File: config.mk
export PLATFORM = sky130hd
export DESIGN_NAME = ppm_port_block
export DESIGN_NICKNAME = d
export VERILOG_FILES = /design/src/logic/ppm_pin_cell.v /design/src/logic/ppm_port_block.v
export VERILOG_INCLUDE_DIRS = /design/src /design/src/shared
export SDC_FILE = /design/constraint.sdc
export NUM_CORES = 1
export LEC_CHECK = 0
export ABC_AREA = 0
export BUFFER_PORTS_ARGS = -buffer_cell sky130_fd_sc_hd__buf_2
export CORE_AREA = 2 2 181 183
export DETAILED_ROUTE_END_ITERATION = 7
export DIE_AREA = 0 0 183 185
export PLACE_DENSITY = 0.74
export SLEW_MARGIN = 0
export SYNTH_ARGS = -nofsm -noshare
export SYNTH_HDL_FRONTEND = slang
export SYNTH_SLANG_ARGS = --single-unit
File: constraint.sdc
create_clock -name sys_clk -period 10.2 [get_ports sys_clk]
set_input_delay 1.53 -clock sys_clk [delete_from_list [all_inputs] [get_ports sys_clk]]
set_output_delay 1.53 -clock sys_clk [all_outputs]
set_load 0.005 [all_outputs]
File: src/shared/ppm_consts.vh
// Register addresses, pages and reset values for the port mode and latch block
`ifndef PPM_CONSTS_VH
`define PPM_CONSTS_VH

`define PPM_PAGE_F          8'h0f
`define PPM_ADDR_P1_LATCH   8'h90
`define PPM_ADDR_P2_LATCH   8'ha0
`define PPM_ADDR_P3_LATCH   8'hb0
`define PPM_ADDR_P4_LATCH   8'hc8
`define PPM_ADDR_P5_LATCH   8'hd8
`define PPM_ADDR_P6_LATCH   8'he8
`define PPM_ADDR_P7_LATCH   8'hf8
`define PPM_ADDR_P1_DRV     8'ha5
`define PPM_ADDR_P2_DRV     8'ha6
`define PPM_ADDR_P3_DRV     8'ha7
`define PPM_ADDR_P4_DRV     8'h9c
`define PPM_ADDR_P5_DRV     8'h9d
`define PPM_ADDR_P6_DRV     8'h9e
`define PPM_ADDR_P7_DRV     8'h9f
`define PPM_ADDR_P1_INSEL   8'had

`define PPM_LATCH_RESET     8'hff
`define PPM_DRV_RESET       8'h00
`define PPM_INSEL_RESET     8'hff
`define PPM_UNMAPPED_READ   8'h00

`define PPM_NUM_PORTS       7
`define PPM_PORT_W          8

`endif

File: src/logic/ppm_pin_cell.v
// One port pin: driver source, driver type and weak pull-up control
`default_nettype none

module ppm_pin_cell (
  input  wire sys_clk,
  input  wire reset,
  input  wire latch_val,
  input  wire push_pull,
  input  wire port_enable,
  input  wire xbar_own,
  input  wire xbar_val,
  input  wire xbar_force_od,
  input  wire external_memory_iface_own,
  input  wire external_memory_iface_val,
  input  wire external_memory_iface_drive,
  input  wire digital_in,
  input  wire pullup_global_disable,
  output reg  pin_out,
  output reg  pin_oe,
  output reg  pin_pullup_en
);

  reg src_val;
  reg open_drain;
  reg drive;

  always @*
  begin
    // Memory interface wins over crossbar and latch; latch itself is untouched
    if (external_memory_iface_own)
      src_val = external_memory_iface_val;
    else if (xbar_own)
      src_val = xbar_val;
    else
      src_val = latch_val;
    open_drain = ~push_pull | (xbar_own & ~external_memory_iface_own & xbar_force_od);
    if (external_memory_iface_own)
      drive = external_memory_iface_drive & (~src_val | ~open_drain);
    else
      drive = port_enable & (~src_val | ~open_drain);
  end

  always @(posedge sys_clk or posedge reset)
  begin
    if (reset)
    begin
      pin_out       <= 1'b1;
      pin_oe        <= 1'b0;
      pin_pullup_en <= 1'b1;
    end
    else
    begin
      pin_out       <= src_val;
      pin_oe        <= drive;
      // Pull-up off when driving low, so it never fights its own driver
      pin_pullup_en <= digital_in & ~pullup_global_disable & ~(drive & ~src_val);
    end
  end

endmodule

`default_nettype wire

File: src/logic/ppm_port_block.v
// Port latches, driver selection and readback for ports 1 to 7, input selection for port 1
`default_nettype none
`include "ppm_consts.vh"

module ppm_port_block #(
  parameter NUM_PORTS = `PPM_NUM_PORTS,
  parameter PORT_W    = `PPM_PORT_W
) (
  input  wire                        sys_clk,
  input  wire                        reset,
  input  wire [7:0]                  sfr_addr,
  input  wire [7:0]                  sfr_page,
  input  wire                        sfr_wr,
  input  wire [7:0]                  sfr_wdata,
  input  wire                        sfr_bit_wr,
  input  wire [2:0]                  sfr_bit_sel,
  input  wire                        sfr_bit_val,
  input  wire                        sfr_rd,
  input  wire                        sfr_rmw,
  input  wire [NUM_PORTS*PORT_W-1:0] pin_in,
  input  wire                        xbar_enable,
  input  wire [NUM_PORTS*PORT_W-1:0] xbar_own,
  input  wire [NUM_PORTS*PORT_W-1:0] xbar_val,
  input  wire [NUM_PORTS*PORT_W-1:0] xbar_force_od,
  input  wire                        pullup_global_disable,
  input  wire                        external_memory_iface_active,
  input  wire                        external_memory_iface_mux_mode,
  input  wire                        external_memory_iface_addr_phase,
  input  wire [7:0]                  external_memory_iface_addr_hi,
  input  wire [7:0]                  external_memory_iface_addr_lo,
  input  wire [7:0]                  external_memory_iface_data_out,
  input  wire                        external_memory_iface_data_oe,
  output reg  [7:0]                  sfr_rdata,
  output reg                         sfr_hit,
  output wire [NUM_PORTS*PORT_W-1:0] pin_out,
  output wire [NUM_PORTS*PORT_W-1:0] pin_oe,
  output wire [NUM_PORTS*PORT_W-1:0] pin_pullup_en
);

  localparam NPIN = NUM_PORTS * PORT_W;

  // Decoded target, one-hot kind
  localparam KIND_NONE  = 3'b000;
  localparam KIND_LATCH = 3'b001;
  localparam KIND_DRV   = 3'b010;
  localparam KIND_INSEL = 3'b100;

  reg  [NPIN-1:0]   latch_reg;
  reg  [NPIN-1:0]   drv_reg;
  reg  [PORT_W-1:0] insel_reg;

  reg  [2:0]        sel_kind;
  reg  [2:0]        sel_port;
  wire              page_f;

  reg  [7:0]        sfr_rdata_next;
  reg               sfr_hit_next;

  wire [NPIN-1:0]   digital_in;
  wire [NPIN-1:0]   pin_view;
  wire [NPIN-1:0]   external_memory_iface_own;
  wire [NPIN-1:0]   external_memory_iface_val;
  wire [NPIN-1:0]   external_memory_iface_drive;
  wire [NPIN-1:0]   port_enable;
  wire [NPIN-1:0]   xbar_take;
  wire [7:0]        external_memory_iface_p2_val;
  wire [7:0]        external_memory_iface_p3_val;
  wire [7:0]        bit_mask;

  assign page_f = (sfr_page == `PPM_PAGE_F);

  // Address decode; ports 1-3 latches ignore the page
  always @*
  begin
    sel_kind = KIND_NONE;
    sel_port = 3'd0;
    if (sfr_addr == `PPM_ADDR_P1_LATCH)
    begin
      sel_kind = KIND_LATCH;
      sel_port = 3'd1;
    end
    else if (sfr_addr == `PPM_ADDR_P2_LATCH)
    begin
      sel_kind = KIND_LATCH;
      sel_port = 3'd2;
    end
    else if (sfr_addr == `PPM_ADDR_P3_LATCH)
    begin
      sel_kind = KIND_LATCH;
      sel_port = 3'd3;
    end
    else if (!page_f)
    begin
      sel_kind = KIND_NONE;
      sel_port = 3'd0;
    end
    else if (sfr_addr == `PPM_ADDR_P4_LATCH)
    begin
      sel_kind = KIND_LATCH;
      sel_port = 3'd4;
    end
    else if (sfr_addr == `PPM_ADDR_P5_LATCH)
    begin
      sel_kind = KIND_LATCH;
      sel_port = 3'd5;
    end
    else if (sfr_addr == `PPM_ADDR_P6_LATCH)
    begin
      sel_kind = KIND_LATCH;
      sel_port = 3'd6;
    end
    else if (sfr_addr == `PPM_ADDR_P7_LATCH)
    begin
      sel_kind = KIND_LATCH;
      sel_port = 3'd7;
    end
    else if (sfr_addr == `PPM_ADDR_P1_DRV)
    begin
      sel_kind = KIND_DRV;
      sel_port = 3'd1;
    end
    else if (sfr_addr == `PPM_ADDR_P2_DRV)
    begin
      sel_kind = KIND_DRV;
      sel_port = 3'd2;
    end
    else if (sfr_addr == `PPM_ADDR_P3_DRV)
    begin
      sel_kind = KIND_DRV;
      sel_port = 3'd3;
    end
    else if (sfr_addr == `PPM_ADDR_P4_DRV)
    begin
      sel_kind = KIND_DRV;
      sel_port = 3'd4;
    end
    else if (sfr_addr == `PPM_ADDR_P5_DRV)
    begin
      sel_kind = KIND_DRV;
      sel_port = 3'd5;
    end
    else if (sfr_addr == `PPM_ADDR_P6_DRV)
    begin
      sel_kind = KIND_DRV;
      sel_port = 3'd6;
    end
    else if (sfr_addr == `PPM_ADDR_P7_DRV)
    begin
      sel_kind = KIND_DRV;
      sel_port = 3'd7;
    end
    else if (sfr_addr == `PPM_ADDR_P1_INSEL)
    begin
      sel_kind = KIND_INSEL;
      sel_port = 3'd1;
    end
  end

  assign bit_mask = 8'h01 << sfr_bit_sel;

  genvar p;
  generate
    for (p = 0; p < NUM_PORTS; p = p + 1)
    begin : g_port
      wire hit_latch;
      wire hit_drv;

      assign hit_latch = (sel_kind == KIND_LATCH) && (sel_port == p + 1);
      assign hit_drv   = (sel_kind == KIND_DRV) && (sel_port == p + 1);

      // Latch holds its value through memory interface cycles
      always @(posedge sys_clk or posedge reset)
      begin
        if (reset)
          latch_reg[p*PORT_W +: PORT_W] <= `PPM_LATCH_RESET;
        else if (sfr_wr && hit_latch)
          latch_reg[p*PORT_W +: PORT_W] <= sfr_wdata;
        // Byte write wins over a bit write in the same cycle
        else if (sfr_bit_wr && hit_latch)
          latch_reg[p*PORT_W +: PORT_W] <=
            (latch_reg[p*PORT_W +: PORT_W] & ~bit_mask) |
            (sfr_bit_val ? bit_mask : 8'h00);
      end

      // Driver selects clear to open-drain at reset
      always @(posedge sys_clk or posedge reset)
      begin
        if (reset)
          drv_reg[p*PORT_W +: PORT_W] <= `PPM_DRV_RESET;
        else if (sfr_wr && hit_drv)
          drv_reg[p*PORT_W +: PORT_W] <= sfr_wdata;
      end
    end
  endgenerate

  // Resets to digital so port 1 reads its pins from the start
  always @(posedge sys_clk or posedge reset)
  begin
    if (reset)
      insel_reg <= `PPM_INSEL_RESET;
    else if (sfr_wr && (sel_kind == KIND_INSEL))
      insel_reg <= sfr_wdata;
  end

  // Memory interface values for the second and third ports
  assign external_memory_iface_p2_val = external_memory_iface_mux_mode ? external_memory_iface_addr_hi : external_memory_iface_addr_lo;
  assign external_memory_iface_p3_val = (external_memory_iface_mux_mode && external_memory_iface_addr_phase) ? external_memory_iface_addr_lo : external_memory_iface_data_out;

  genvar i;
  generate
    for (i = 0; i < NPIN; i = i + 1)
    begin : g_pin
      if (i < PORT_W)
      begin : g_p1
        assign digital_in[i]  = insel_reg[i];
        assign external_memory_iface_own[i]    = 1'b0;
        assign external_memory_iface_val[i]    = 1'b1;
        assign external_memory_iface_drive[i]  = 1'b0;
        assign port_enable[i] = xbar_enable;
        assign xbar_take[i]   = xbar_own[i] & xbar_enable;
      end
      else if (i < 2*PORT_W)
      begin : g_p2
        assign digital_in[i]  = 1'b1;
        assign external_memory_iface_own[i]    = external_memory_iface_active;
        assign external_memory_iface_val[i]    = external_memory_iface_p2_val[i-PORT_W];
        assign external_memory_iface_drive[i]  = 1'b1;
        assign port_enable[i] = xbar_enable;
        assign xbar_take[i]   = xbar_own[i] & xbar_enable;
      end
      else if (i < 3*PORT_W)
      begin : g_p3
        assign digital_in[i]  = 1'b1;
        assign external_memory_iface_own[i]    = external_memory_iface_active;
        assign external_memory_iface_val[i]    = external_memory_iface_p3_val[i-2*PORT_W];
        // Read cycles release the data bus drivers, except in the multiplexed address phase
        assign external_memory_iface_drive[i]  = external_memory_iface_data_oe | (external_memory_iface_mux_mode & external_memory_iface_addr_phase);
        assign port_enable[i] = xbar_enable;
        assign xbar_take[i]   = xbar_own[i] & xbar_enable;
      end
      else
      begin : g_hi
        assign digital_in[i]  = 1'b1;
        assign external_memory_iface_own[i]    = 1'b0;
        assign external_memory_iface_val[i]    = 1'b1;
        assign external_memory_iface_drive[i]  = 1'b0;
        assign port_enable[i] = 1'b1;
        // No crossbar reaches the upper ports
        assign xbar_take[i]   = 1'b0;
      end

      // Analog pins read zero; a read-modify-write still sees the latch
      assign pin_view[i] = pin_in[i] & digital_in[i];

      ppm_pin_cell u_cell (
        .sys_clk               (sys_clk),
        .reset                 (reset),
        .latch_val             (latch_reg[i]),
        .push_pull             (drv_reg[i]),
        .port_enable           (port_enable[i]),
        .xbar_own              (xbar_take[i]),
        .xbar_val              (xbar_val[i]),
        .xbar_force_od         (xbar_force_od[i]),
        .external_memory_iface_own              (external_memory_iface_own[i]),
        .external_memory_iface_val              (external_memory_iface_val[i]),
        .external_memory_iface_drive            (external_memory_iface_drive[i]),
        .digital_in            (digital_in[i]),
        .pullup_global_disable (pullup_global_disable),
        .pin_out               (pin_out[i]),
        .pin_oe                (pin_oe[i]),
        .pin_pullup_en         (pin_pullup_en[i])
      );
    end
  endgenerate

  // Read path; result appears one cycle after the strobe
  // A read in a write cycle returns the value before the write
  always @*
  begin
    sfr_rdata_next = `PPM_UNMAPPED_READ;
    sfr_hit_next   = 1'b0;
    if (!sfr_rd)
    begin
      sfr_rdata_next = `PPM_UNMAPPED_READ;
      sfr_hit_next   = 1'b0;
    end
    else if (sel_kind == KIND_LATCH)
    begin
      sfr_hit_next = 1'b1;
      if (sfr_rmw)
        sfr_rdata_next = latch_reg[(sel_port-3'd1)*PORT_W +: PORT_W];
      else
        sfr_rdata_next = pin_view[(sel_port-3'd1)*PORT_W +: PORT_W];
    end
    else if (sel_kind == KIND_DRV)
    begin
      sfr_hit_next   = 1'b1;
      sfr_rdata_next = drv_reg[(sel_port-3'd1)*PORT_W +: PORT_W];
    end
    else if (sel_kind == KIND_INSEL)
    begin
      sfr_hit_next   = 1'b1;
      sfr_rdata_next = insel_reg;
    end
  end

  always @(posedge sys_clk or posedge reset)
  begin
    if (reset)
    begin
      sfr_rdata <= `PPM_UNMAPPED_READ;
      sfr_hit   <= 1'b0;
    end
    else
    begin
      sfr_rdata <= sfr_rdata_next;
      sfr_hit   <= sfr_hit_next;
    end
  end

endmodule

`default_nettype wire

==> impl_metrics.py, run 1 <==
metrics = {
    "logic_synthesis": {
        "ys_seq_area_frac": 0.516,
        "synthDistinctLibCells": 66,
        "synth_edf_count": 0,
        "syn_avg_cell_area_um2": 10.9,
        "async_flop_share": 1.00,
        "synthFlopType": "dfstp_2",
        "syn_inst": 1360,
        "syn_nets": 1653,
        "yosys_register_bits": 297,
        "yosys_warnings": 0,
        "syn-cell-area_um2": 14800,
    },
    "die": {
        "die_h_um": 185,
        "std_cell_rows": 66,
        "die_area_um2": 33900,
        "die_w_um": 183,
        "coreArea_um2": 32000,
        "start_util": 0.463,
        "ios": 465,
    },
    "clock_tree": {
        "clkTransAtPathRegs_ns": 0.06,
        "cts.sink_count": 297,
        "root_buffer": "clkbuf_16",
        "cts-buffers-inserted": 30,
        "postCtsSetupBuffers": 0,
        "htreeDepth": 1,
        "clk_latency_ns": 0.56,
        "cts_resized": 0,
        "holdBufCountCts": 0,
        "cts_buffer_depth": 3,
        "cts_tree": "done",
    },
    "setup_path": {
        "worst_ep_arrival_time_ns": 5.56,
        "worstPathRequired_ns": 10.59,
        "crit_buf_inv": 1,
        "critPathMaxStageDelay_ns": 0.69,
        "crit_type": "input pin to register",
        "crit_chain": "buf_2, or4_4, nor4_2, o21a_1, or2_2, ha_1, nand2_1, o221ai_1, a211oi_1, a21oi_1, o311ai_1",
        "critical_path.top_delay_family": "simple AND/OR/NAND/NOR gates",
        "start_kind": "input pin",
        "path_max_fanout": 17,
        "worstRegToRegCells": 5,
        "end_kind": "register",
        "cp_num_cells": 11,
        "crit_slowest_cell": "nand2_1",
    },
    "sta": {
        "layout_min_cycle_time_ns": 5.17,
        "tightest_slew_ns": 1.33,
        "setup-violations-final": 0,
        "grt_setup_unrepaired": "false",
        "drv_slew": 0,
        "timing.final.crit_share": 0.507,
        "slew_headroom": 0.103,
        "max_freq_mhz": 193,
        "hold_violations": 0,
        "finalSetupTns_ns": 0,
        "clock_skew_ns": 0.0103,
    },
    "run_status": {
        "status": "finished, final reports clean",
    },
    "pwr": {
        "power_uw": 2590,
        "p_leak_uw": 0.00787,
        "power_density_nw_per_um2": 154,
        "vdd_drop_max_mv": 0.103,
    },
    "min_path": {
        "hold_depth": 0,
        "hp-class": "register to register",
    },
    "routing": {
        "drt_iter0_markers": 1138,
        "routed.top_layer": "met5",
        "route.met2.wl_um": 22600,
        "via_count": 11600,
        "drcViolationCount": 0,
        "first_pass_iters": 5,
        "wl_met3_um": 4660,
        "drt_wl_total_um": 49500,
        "via_per_inst": 5.88,
        "wl_met1_um": 20300,
        "ant_nets": 0,
        "wl_per_cell_um": 25.1,
    },
    "global_route": {
        "antenna_found_initial": 12,
        "grt_pass1_vias": 11200,
        "grt_max_degree": 186,
        "grt_pass1_wl_um": 71800,
        "grt-ovfl-total": 0,
        "grtUsageTotal": 0.286,
    },
    "final_layout": {
        "area_delta_synth_final_pct": 13.2,
        "nets": 1829,
        "drive_gt1_frac": 0.450,
    },
    "placement": {
        "hpwlAfterDp_um": 36300,
        "port_buffers": 368,
        "gp_congestion": 0.940,
    },
    "run": {
        "maxCapViolCount": 0,
    },
}
-- worst reg2reg max path, cell delays in order (launching register included) --
cell	delay [ns]
dfstp_2	0.41
and2_1	0.14
mux4_2	0.46
a211o_1	0.37
o311a_1	0.13
a221o_1	0.26
-- cell usage in the layout, fill, tap and decap left out, types with 12 or more instances in the layout --
master	count
buf_2	368
dfstp_2	176
a21oi_1	122
dfrtp_1	121
nand2_1	100
mux2i_1	98
mux2_2	77
a31oi_1	65
nor2_1	56
nand2b_1	44
nor2b_1	35
clkbuf_16	31
o21ai_0	24
inv_1	23
nor3_1	19
nand3_1	17
a21boi_0	15
a311oi_1	15
buf_4	13
o22ai_1	12
-- cells by family after synthesis --
| family | count (synthesis) | synth area share |
|---|---|---|
| AOI/OAI and AO/OA | 306 | 0.128 |
| xor gates and xnor gates | 2 | 0.00118 |
| adders and majority gates | 5 | 0.00422 |
| buffers and inverters | 263 | 0.113 |
| DFF | 297 | 0.516 |
| muxes | 181 | 0.134 |
| and+or+nand+nor | 306 | 0.103 |
-- final timing paths --
kind | start | to | slack, ns
hold reg to reg | register | g_pin[43].u_cell.pin_out$_DFF_PP1_ | 0.40
min in group asynchronous | reset | g_pin[18].u_cell.pin_oe$_DFF_PP0_ | 1.10
setup reg to reg | insel_reg[5]$_DFFE_PP1P_ | sfr_rdata[5]$_DFF_PP0_ | 8.32
setup / recovery | sfr_page[5] | sfr_rdata[7]$_DFF_PP0_ | 5.03
max in group asynchronous | reset | sfr_rdata[7]$_DFF_PP0_ | 7.55
hold / removal | register | g_pin[43].u_cell.pin_out$_DFF_PP1_ | 0.40
-- routing by layer --
metal  up-vias  GRT usage
met5         -          0
met4        10      0.105
met3       139     0.0576
met2       683      0.444
met1      5779      0.397
li1       4994          -
-- stage by stage --
step	utilization	hold WS [ns]	area, µm²	instances	worst slack (ns)
finish	0.524	0.398	16800	1975	5.03
global route	0.524	0.407	16800	1972	4.86
CTS	0.523	0.399	16800	1968	5.16
detailed placement	0.491	0.390	15700	1912	4.55
global placement	0.491	0.391	15700	1912	4.56
floorplan	-	0.370	14800	1360	0.757
-- synthesized netlist by cell type, types with 4 or more instances --
master / number / area, µm²
ha_1: 5 / 62.6
and2_1: 5 / 31.3
a21boi_0: 15 / 113
dfstp_2: 176 / 4620
mux4_2: 6 / 135
nor2b_1: 35 / 219
nand3_1: 17 / 85.1
o21ai_0: 25 / 125
buf_1: 6 / 22.5
nand4b_1: 8 / 70.1
a21o_1: 8 / 60.1
nand2b_1: 44 / 275
a31oi_1: 65 / 407
and2_0: 7 / 43.8
a211oi_1: 4 / 30.0
a311oi_1: 15 / 131
nand2_1: 100 / 375
buf_2: 12 / 60.1
a21oi_1: 122 / 611
clkbuf_1: 46 / 173
mux2_2: 77 / 867
o22ai_1: 12 / 75.1
dfrtp_1: 121 / 3030
mux2i_1: 98 / 981
o22a_1: 8 / 70.1
nor2_1: 56 / 210
inv_1: 24 / 90.1
o221ai_1: 4 / 35.0
nor3_1: 19 / 95.1
buf_4: 170 / 1280
-- area by class of cell --
| class | count | area (µm²) |
|---|---|---|
| diodes | 7 | 17.5 |
| clock buffers | 43 | 881 |
| clock inverters | 13 | 173 |
| fillers | 2831 | 15300 |
| inverters | 25 | 101 |
| multi-input cells | 800 | 5490 |
| flip-flops and latches | 297 | 7650 |
| well taps | 408 | 510 |
| repair buffers | 382 | 1960 |
-- power by group --
group | switching (µW) | total [µW] | leakage (µW) | internal [µW]
combinational | 131 | 204 | 0.00405 | 73.4
clock | 467 | 1170 | 0.000525 | 701
sequential | 5.77 | 1220 | 0.00330 | 1210
No activity file was read; power rests on OpenSTA's default activity.
==> inputs of run 2 (changes only) <==
- ABC_AREA: 0 -> 1
- CORE_AREA: 2 2 181 183 -> 2 2 187 189
- DIE_AREA: 0 0 183 185 -> 0 0 189 191
- PLACE_DENSITY: 0.74 -> 0.76
- clock period: 10.2 -> 4.27 ns (I/O delays scaled with it)
==> impl_metrics.py, run 2 <==
metrics = {
    "sta": {
        "setup-violations-final": 0,
        "timing.final.crit_share": 0.734,
        "tightest_slew_ns": 1.12,
        "setup_slack_ns": 1.14,
        "clock_skew_ns": 0.0116,
        "hold_violations": 0,
        "slew_headroom": 0.251,
        "grt_setup_unrepaired": "false",
        "drv_slew": 0,
        "layout_min_cycle_time_ns": 3.13,
        "max_freq_mhz": 319,
    },
    "global_route": {
        "grt_max_degree": 197,
        "grt-ovfl-total": 0,
        "grt_pass1_wl_um": 83400,
        "grt_pass1_vias": 13500,
        "grtUsageTotal": 0.309,
        "antenna_found_initial": 2,
    },
    "final_layout": {
        "area_delta_synth_final_pct": 13.9,
        "drive_gt1_frac": 0.323,
        "stdcell_area_um2": 18000,
        "nets": 2434,
        "layout_commonest_cell": "nand2_1",
        "fin_util": 0.526,
        "num_antenna_cells": 0,
        "layout_common_cells": "nand2_1 (471), buf_2 (368), nor2_1 (220)",
    },
    "routing": {
        "via_count": 14300,
        "drcViolationCount": 0,
        "drt_iter0_markers": 1495,
        "wl_per_cell_um": 21.9,
        "first_pass_iters": 6,
        "drt_wl_total_um": 57500,
        "via_per_inst": 5.47,
        "ant_nets": 0,
    },
    "placement": {
        "port_buffers": 368,
        "hpwlAfterDp_um": 42900,
        "pre_cts_ws_ns": 0.675,
        "gp_congestion": 0.990,
        "place_area_um2": 16700,
    },
    "logic_synthesis": {
        "syn-cell-area_um2": 15800,
        "ys_top_cells_by_area": "dfstp_2 (29%), dfrtp_1 (19%), nand2_1 (11%)",
        "synth.most_common_cell": "nand2_1",
        "synth_common_cells": "nand2_1 (471), nor2_1 (220), o21ai_0 (183)",
        "synthFlopType": "dfstp_2",
        "yosys_register_bits": 297,
        "yosys.area.top_type": "dfstp_2",
        "synthDistinctLibCells": 46,
        "syn_inst": 1966,
        "synth_top_area_frac": 0.293,
        "synth_edf_count": 0,
        "yosys_warnings": 0,
        "syn_nets": 2259,
        "syn_avg_cell_area_um2": 8.02,
        "ys_seq_area_frac": 0.485,
        "async_flop_share": 1.00,
    },
    "pwr": {
        "seq_power_share": 0.439,
        "comb_power_share": 0.082,
        "power_density_nw_per_um2": 370,
        "power.switching_uw": 1600,
        "swShare": 0.241,
        "p_clk_frac": 0.480,
        "p_leak_uw": 0.00869,
        "vdd_drop_max_mv": 0.202,
        "p_int_uw": 5040,
    },
    "clock_tree": {
        "cts_buffer_depth": 3,
        "root_buffer": "clkbuf_16",
        "htreeDepth": 2,
        "cts_resized": 0,
        "clkTransAtPathRegs_ns": 0.06,
        "clk_latency_ns": 0.53,
        "cts-buffers-inserted": 35,
        "cts_tree": "done",
        "postCtsSetupBuffers": 0,
        "holdBufCountCts": 0,
        "cts.sink_count": 297,
    },
    "die": {
        "die_w_um": 189,
        "start_util": 0.462,
        "ios": 465,
        "std_cell_rows": 68,
        "die_h_um": 191,
        "die_area_um2": 36100,
        "coreArea_um2": 34100,
    },
    "setup_path": {
        "worst_ep_arrival_time_ns": 3.52,
        "path_max_fanout": 36,
        "worstRegToRegCells": 10,
        "start_kind": "input pin",
        "worstPathRequired_ns": 4.66,
        "r2r_slack_ns": 2.52,
        "crit_type": "input pin to register",
        "end_kind": "register",
    },
    "min_path": {
        "hp-class": "input pin to async pin",
    },
    "run_status": {
        "status": "finished, final reports clean",
    },
    "run": {
        "maxCapViolCount": 0,
    },
}
## run 2: cell count changes after synthesis, moves of 41 or more
| cell | before | now |
|---|---|---|
| inv_1 | 24 | 156 |
| nand2_1 | 100 | 471 |
| a31oi_1 | 65 | 9 |
| nand3_1 | 17 | 64 |
| mux2i_1 | 98 | 1 |
| o21ai_0 | 25 | 183 |
| mux2_2 | 77 | 0 |
| nand2b_1 | 44 | 0 |
| nor2_1 | 56 | 220 |
| nand4_1 | 2 | 43 |
## run 2: power by group through the flow
stage / Clock [µW] / Combinational, µW / Sequential (µW)
after floorplan: 0 / 320 / 2950
after detailed placement: 0 / 536 / 2960
final: 3180 / 543 / 2910
after global placement: 0 / 534 / 2950
after CTS: 3220 / 540 / 2910
after global routing: 3320 / 590 / 2910
## run 2: layout make-up
cell class                      instances  area, µm²
Fill cell                            3244      16200
Timing Repair Buffer                  389       2010
Tap cell                              455        569
Clock inverter                         16        209
Inverter                              166        629
Sequential cell                       297       7650
Clock buffer                           47       1010
Multi-Input combinational cell       1252       5880
## run 2: critical path: stages
cell and delay, ns:
buf_2 0.13, nor2_2 0.13, nand2_2 0.09, nor2_2 0.20
inv_2 0.10, and3_1 0.15, a21oi_1 0.34, inv_1 0.13
ha_1 0.33, buf_4 0.40, nor2_1 0.10, a21oi_1 0.25
nand2_1 0.09, o21ai_0 0.11, nand2_1 0.08, nand3_1 0.11
nand2_1 0.06, nand2_1 0.06, a21oi_1 0.04
## run 2: final timing paths
check | from | endpoint
worst max-delay path | sfr_addr[0] | sfr_rdata[6]$_DFF_PP0_
worst min-delay path | reset | g_pin[51].u_cell.pin_oe$_DFF_PP0_
worst max register to register | register | sfr_rdata[0]$_DFF_PP0_
worst min register to register | register | g_pin[53].u_cell.pin_out$_DFF_PP1_
max in group asynchronous | reset | g_pin[28].u_cell.pin_oe$_DFF_PP0_
min in group sys_clk | xbar_own[3] | g_pin[3].u_cell.pin_out$_DFF_PP1_
## run 2: stage by stage
stage,cells,TNS [ns],hold WS (ns),total power [µW]
after global placement,2559,0,0.355,3490
after CTS,2622,0,0.0252,6670
after detailed placement,2559,0,0.359,3490
after floorplan,1966,-20.80,0.354,3270
final,2622,0,0.0304,6640
after global routing,2622,0,0.0366,6830
## run 2: layer usage
metal / GRT usage / up-vias / share of wire / wire [µm]
met4: 0.139 / 0 / 0.046 / 2650
met5: 0 / - / 0 / 0
met3: 0.0455 / 141 / 0.084 / 4850
li1: - / 6520 / - / -
met1: 0.411 / 6835 / 0.41 / 23400
met2: 0.502 / 846 / 0.46 / 26600
## run 2: cells by family (layout without fill, tap and decap cells)
logic type / after synthesis / count (layout) / share of synthesized area
AOI/OAI and AO/OA: 374 / 374 / 0.129
adders and majority gates: 5 / 5 / 0.00397
buffers and inverters: 417 / 618 / 0.142
DFF: 297 / 297 / 0.485
muxes: 1 / 1 / 0.000635
and+or+nand+nor: 872 / 872 / 0.239
==> inputs of run 3 (changes only) <==
- ABC_AREA: 1 -> 0
- CORE_AREA: 2 2 187 189 -> 2 2 181 183
- DIE_AREA: 0 0 189 191 -> 0 0 183 185
- PLACE_DENSITY: 0.76 -> 0.77
- clock period: 4.27 -> 2.8 ns (I/O delays scaled with it)
==> impl_metrics.py, run 3 (synthesis gave the netlist of run 1 again) <==
metrics = {
    "run_status": {
        "status": "finished with violations",
        "violations": "negative setup slack",
    },
    "sta": {
        "max_freq_mhz": 350,
        "drv_slew": 0,
        "whs_ns": 0.00641,
        "grt_setup_unrepaired": "true",
        "timing.final.crit_share": 1.02,
        "slew_headroom": 0.506,
        "layout_min_cycle_time_ns": 2.85,
        "setup_slack_ns": -0.0544,
        "clock_skew_ns": 0.0134,
        "setup-violations-final": 5,
        "tightest_slew_ns": 0.740,
        "hold_violations": 0,
    },
    "die": {
        "start_util": 0.463,
        "die_w_um": 183,
        "std_cell_rows": 66,
        "die_area_um2": 33900,
        "die_h_um": 185,
        "ios": 465,
        "coreArea_um2": 32000,
    },
    "final_layout": {
        "layout_common_cells": "buf_2 (368), dfstp_2 (176), a21oi_1 (121), dfrtp_1 (121), mux2i_1 (97)",
        "area_delta_synth_final_pct": 20.5,
        "drive_gt1_frac": 0.498,
        "fillers": 2789,
        "nets": 1920,
        "layout_commonest_cell": "buf_2",
        "multiInputGateArea_um2": 5690,
        "seqCellArea_um2": 7650,
        "fin_util": 0.558,
    },
    "routing": {
        "via_count": 11700,
        "ant_nets": 0,
        "via_per_inst": 5.65,
        "first_pass_iters": 5,
        "drt_wl_total_um": 48300,
        "drt_iter0_markers": 1108,
        "wl_per_cell_um": 23.4,
        "drcViolationCount": 0,
    },
    "global_route": {
        "grt_max_degree": 65,
        "grt-ovfl-total": 0,
        "grt_pass1_wl_um": 71600,
        "antenna_found_initial": 9,
        "grt_pass1_vias": 11700,
        "grtUsageTotal": 0.282,
    },
    "clock_tree": {
        "cts-buffers-inserted": 34,
        "clk_latency_ns": 0.51,
        "root_buffer": "clkbuf_16",
        "holdBufCountCts": 0,
        "cts_tree": "done",
        "cts.sink_count": 297,
        "htreeDepth": 2,
        "clkTransAtPathRegs_ns": 0.06,
        "cts_buffer_depth": 3,
    },
    "placement": {
        "gp_congestion": 0.987,
        "hpwlAfterDp_um": 36000,
        "port_buffers": 368,
        "pre_cts_ws_ns": -0.581,
    },
    "setup_path": {
        "start_kind": "input pin",
        "worstRegToRegCells": 5,
        "crit_slowest_cell": "or4b_4",
        "worstPathRequired_ns": 3.19,
        "crit_type": "input pin to register",
        "critical_path.top_delay_family": "simple AND/OR/NAND/NOR gates",
        "r2r_end": "sfr_rdata[5]$_DFF_PP0_",
        "end_kind": "register",
        "crit_chain": "buf_2, or4b_4, nor4_4, o21a_1, or2_4, inv_4, ha_4, buf_12, xor2_4, mux4_2, nor3b_1, a221oi_2, o31ai_2",
        "r2r_start": "insel_reg[5]$_DFFE_PP1P_",
        "critPathMaxStageDelay_ns": 0.57,
        "crit_buf_inv": 3,
        "worst_ep_arrival_time_ns": 3.24,
        "path_max_fanout": 4,
        "r2r_slack_ns": 1.05,
    },
    "run": {
        "maxCapViolCount": 0,
    },
    "pwr": {
        "power_uw": 9950,
        "p_leak_uw": 0.00848,
        "power_density_nw_per_um2": 557,
        "vdd_drop_max_mv": 0.301,
    },
    "min_path": {
        "hp-class": "input pin to async pin",
    },
}
run 3: cell types whose count changed in the layout (fill, tap and decap cells not counted), moves of 22 or more:
cell	change
nand2_1	-381
nor2_1	-164
o21ai_0	-158
inv_1	-133
mux2i_1	+96
mux2_2	+77
buf_4	+72
a31oi_1	+56
nand3_1	-50
nand2b_1	+43
nand4_1	-41
nor2b_1	+35
o211ai_1	-28
a21oi_1	+22
run 3: cell type report:
| cell class | count | area share |
|---|---|---|
| Clock inverter | 8 | 0.00784 |
| Multi-Input combinational cell | 800 | 0.318 |
| Clock buffer | 54 | 0.0599 |
| Sequential cell | 297 | 0.428 |
| Inverter | 25 | 0.00560 |
| Antenna cell | 7 | 0.000980 |
| Tap cell | 408 | 0.0286 |
| Timing Repair Buffer | 469 | 0.151 |
run 3: how the worst max path moves through the flow:
stage                      startpoint                      to  slack, ns  depth (start not counted)
final                     sfr_addr[0]  sfr_rdata[6]$_DFF_PP0_      -0.05                         13
after global routing      sfr_addr[0]  sfr_rdata[6]$_DFF_PP0_      -0.15                         13
after CTS                 sfr_page[5]  sfr_rdata[6]$_DFF_PP0_      0.004                         13
after detailed placement  sfr_page[5]  sfr_rdata[6]$_DFF_PP0_      -0.58                         13
after global placement    sfr_page[5]  sfr_rdata[0]$_DFF_PP0_      -0.49                         11
after floorplan                 reset  drv_reg[0]$_DFFE_PP0P_      -1.42                          1
run 3: worst register-to-register path, delay by kind of cell, from the launching register on:
family	cells	cell delay [ns]
flops	1	0.39
compound gates	3	0.65
mux	1	0.45
simple gates	1	0.14
run 3: timing repair:
action / in CTS / in global routing
buffers inserted: 1 / 0
gates resized for setup: 2 / 10
hold endpoints to repair: 0 / 0
setup endpoints to repair: 10 / 40
pin swaps: 0 / 1
run 3: power breakdown:
part | total (µW) | internal [µW] | switching [µW]
Sequential | 4430 | 4410 | 21.4
Combinational | 778 | 302 | 477
Clock | 4740 | 2990 | 1750
run 3: routing by layer:
| metal | up-vias | GRT usage | wire length [µm] |
|---|---|---|---|
| li1 | 5176 | - | - |
| met1 | 5702 | 0.375 | 19900 |
| met2 | 664 | 0.450 | 22200 |
| met3 | 129 | 0.0641 | 4380 |
| met4 | 6 | 0.109 | 1790 |
| met5 | - | 0 | 39 |
run 3: stage by stage:
step	TNS, ns	cell area (µm²)	instances
final	-0.0792	17900	2068
after global routing	-1.64	17900	2064
after CTS	0	17800	2061
after detailed placement	-33.11	16600	1998
after global placement	-24.92	16600	1998
after floorplan	-246.19	15100	1360
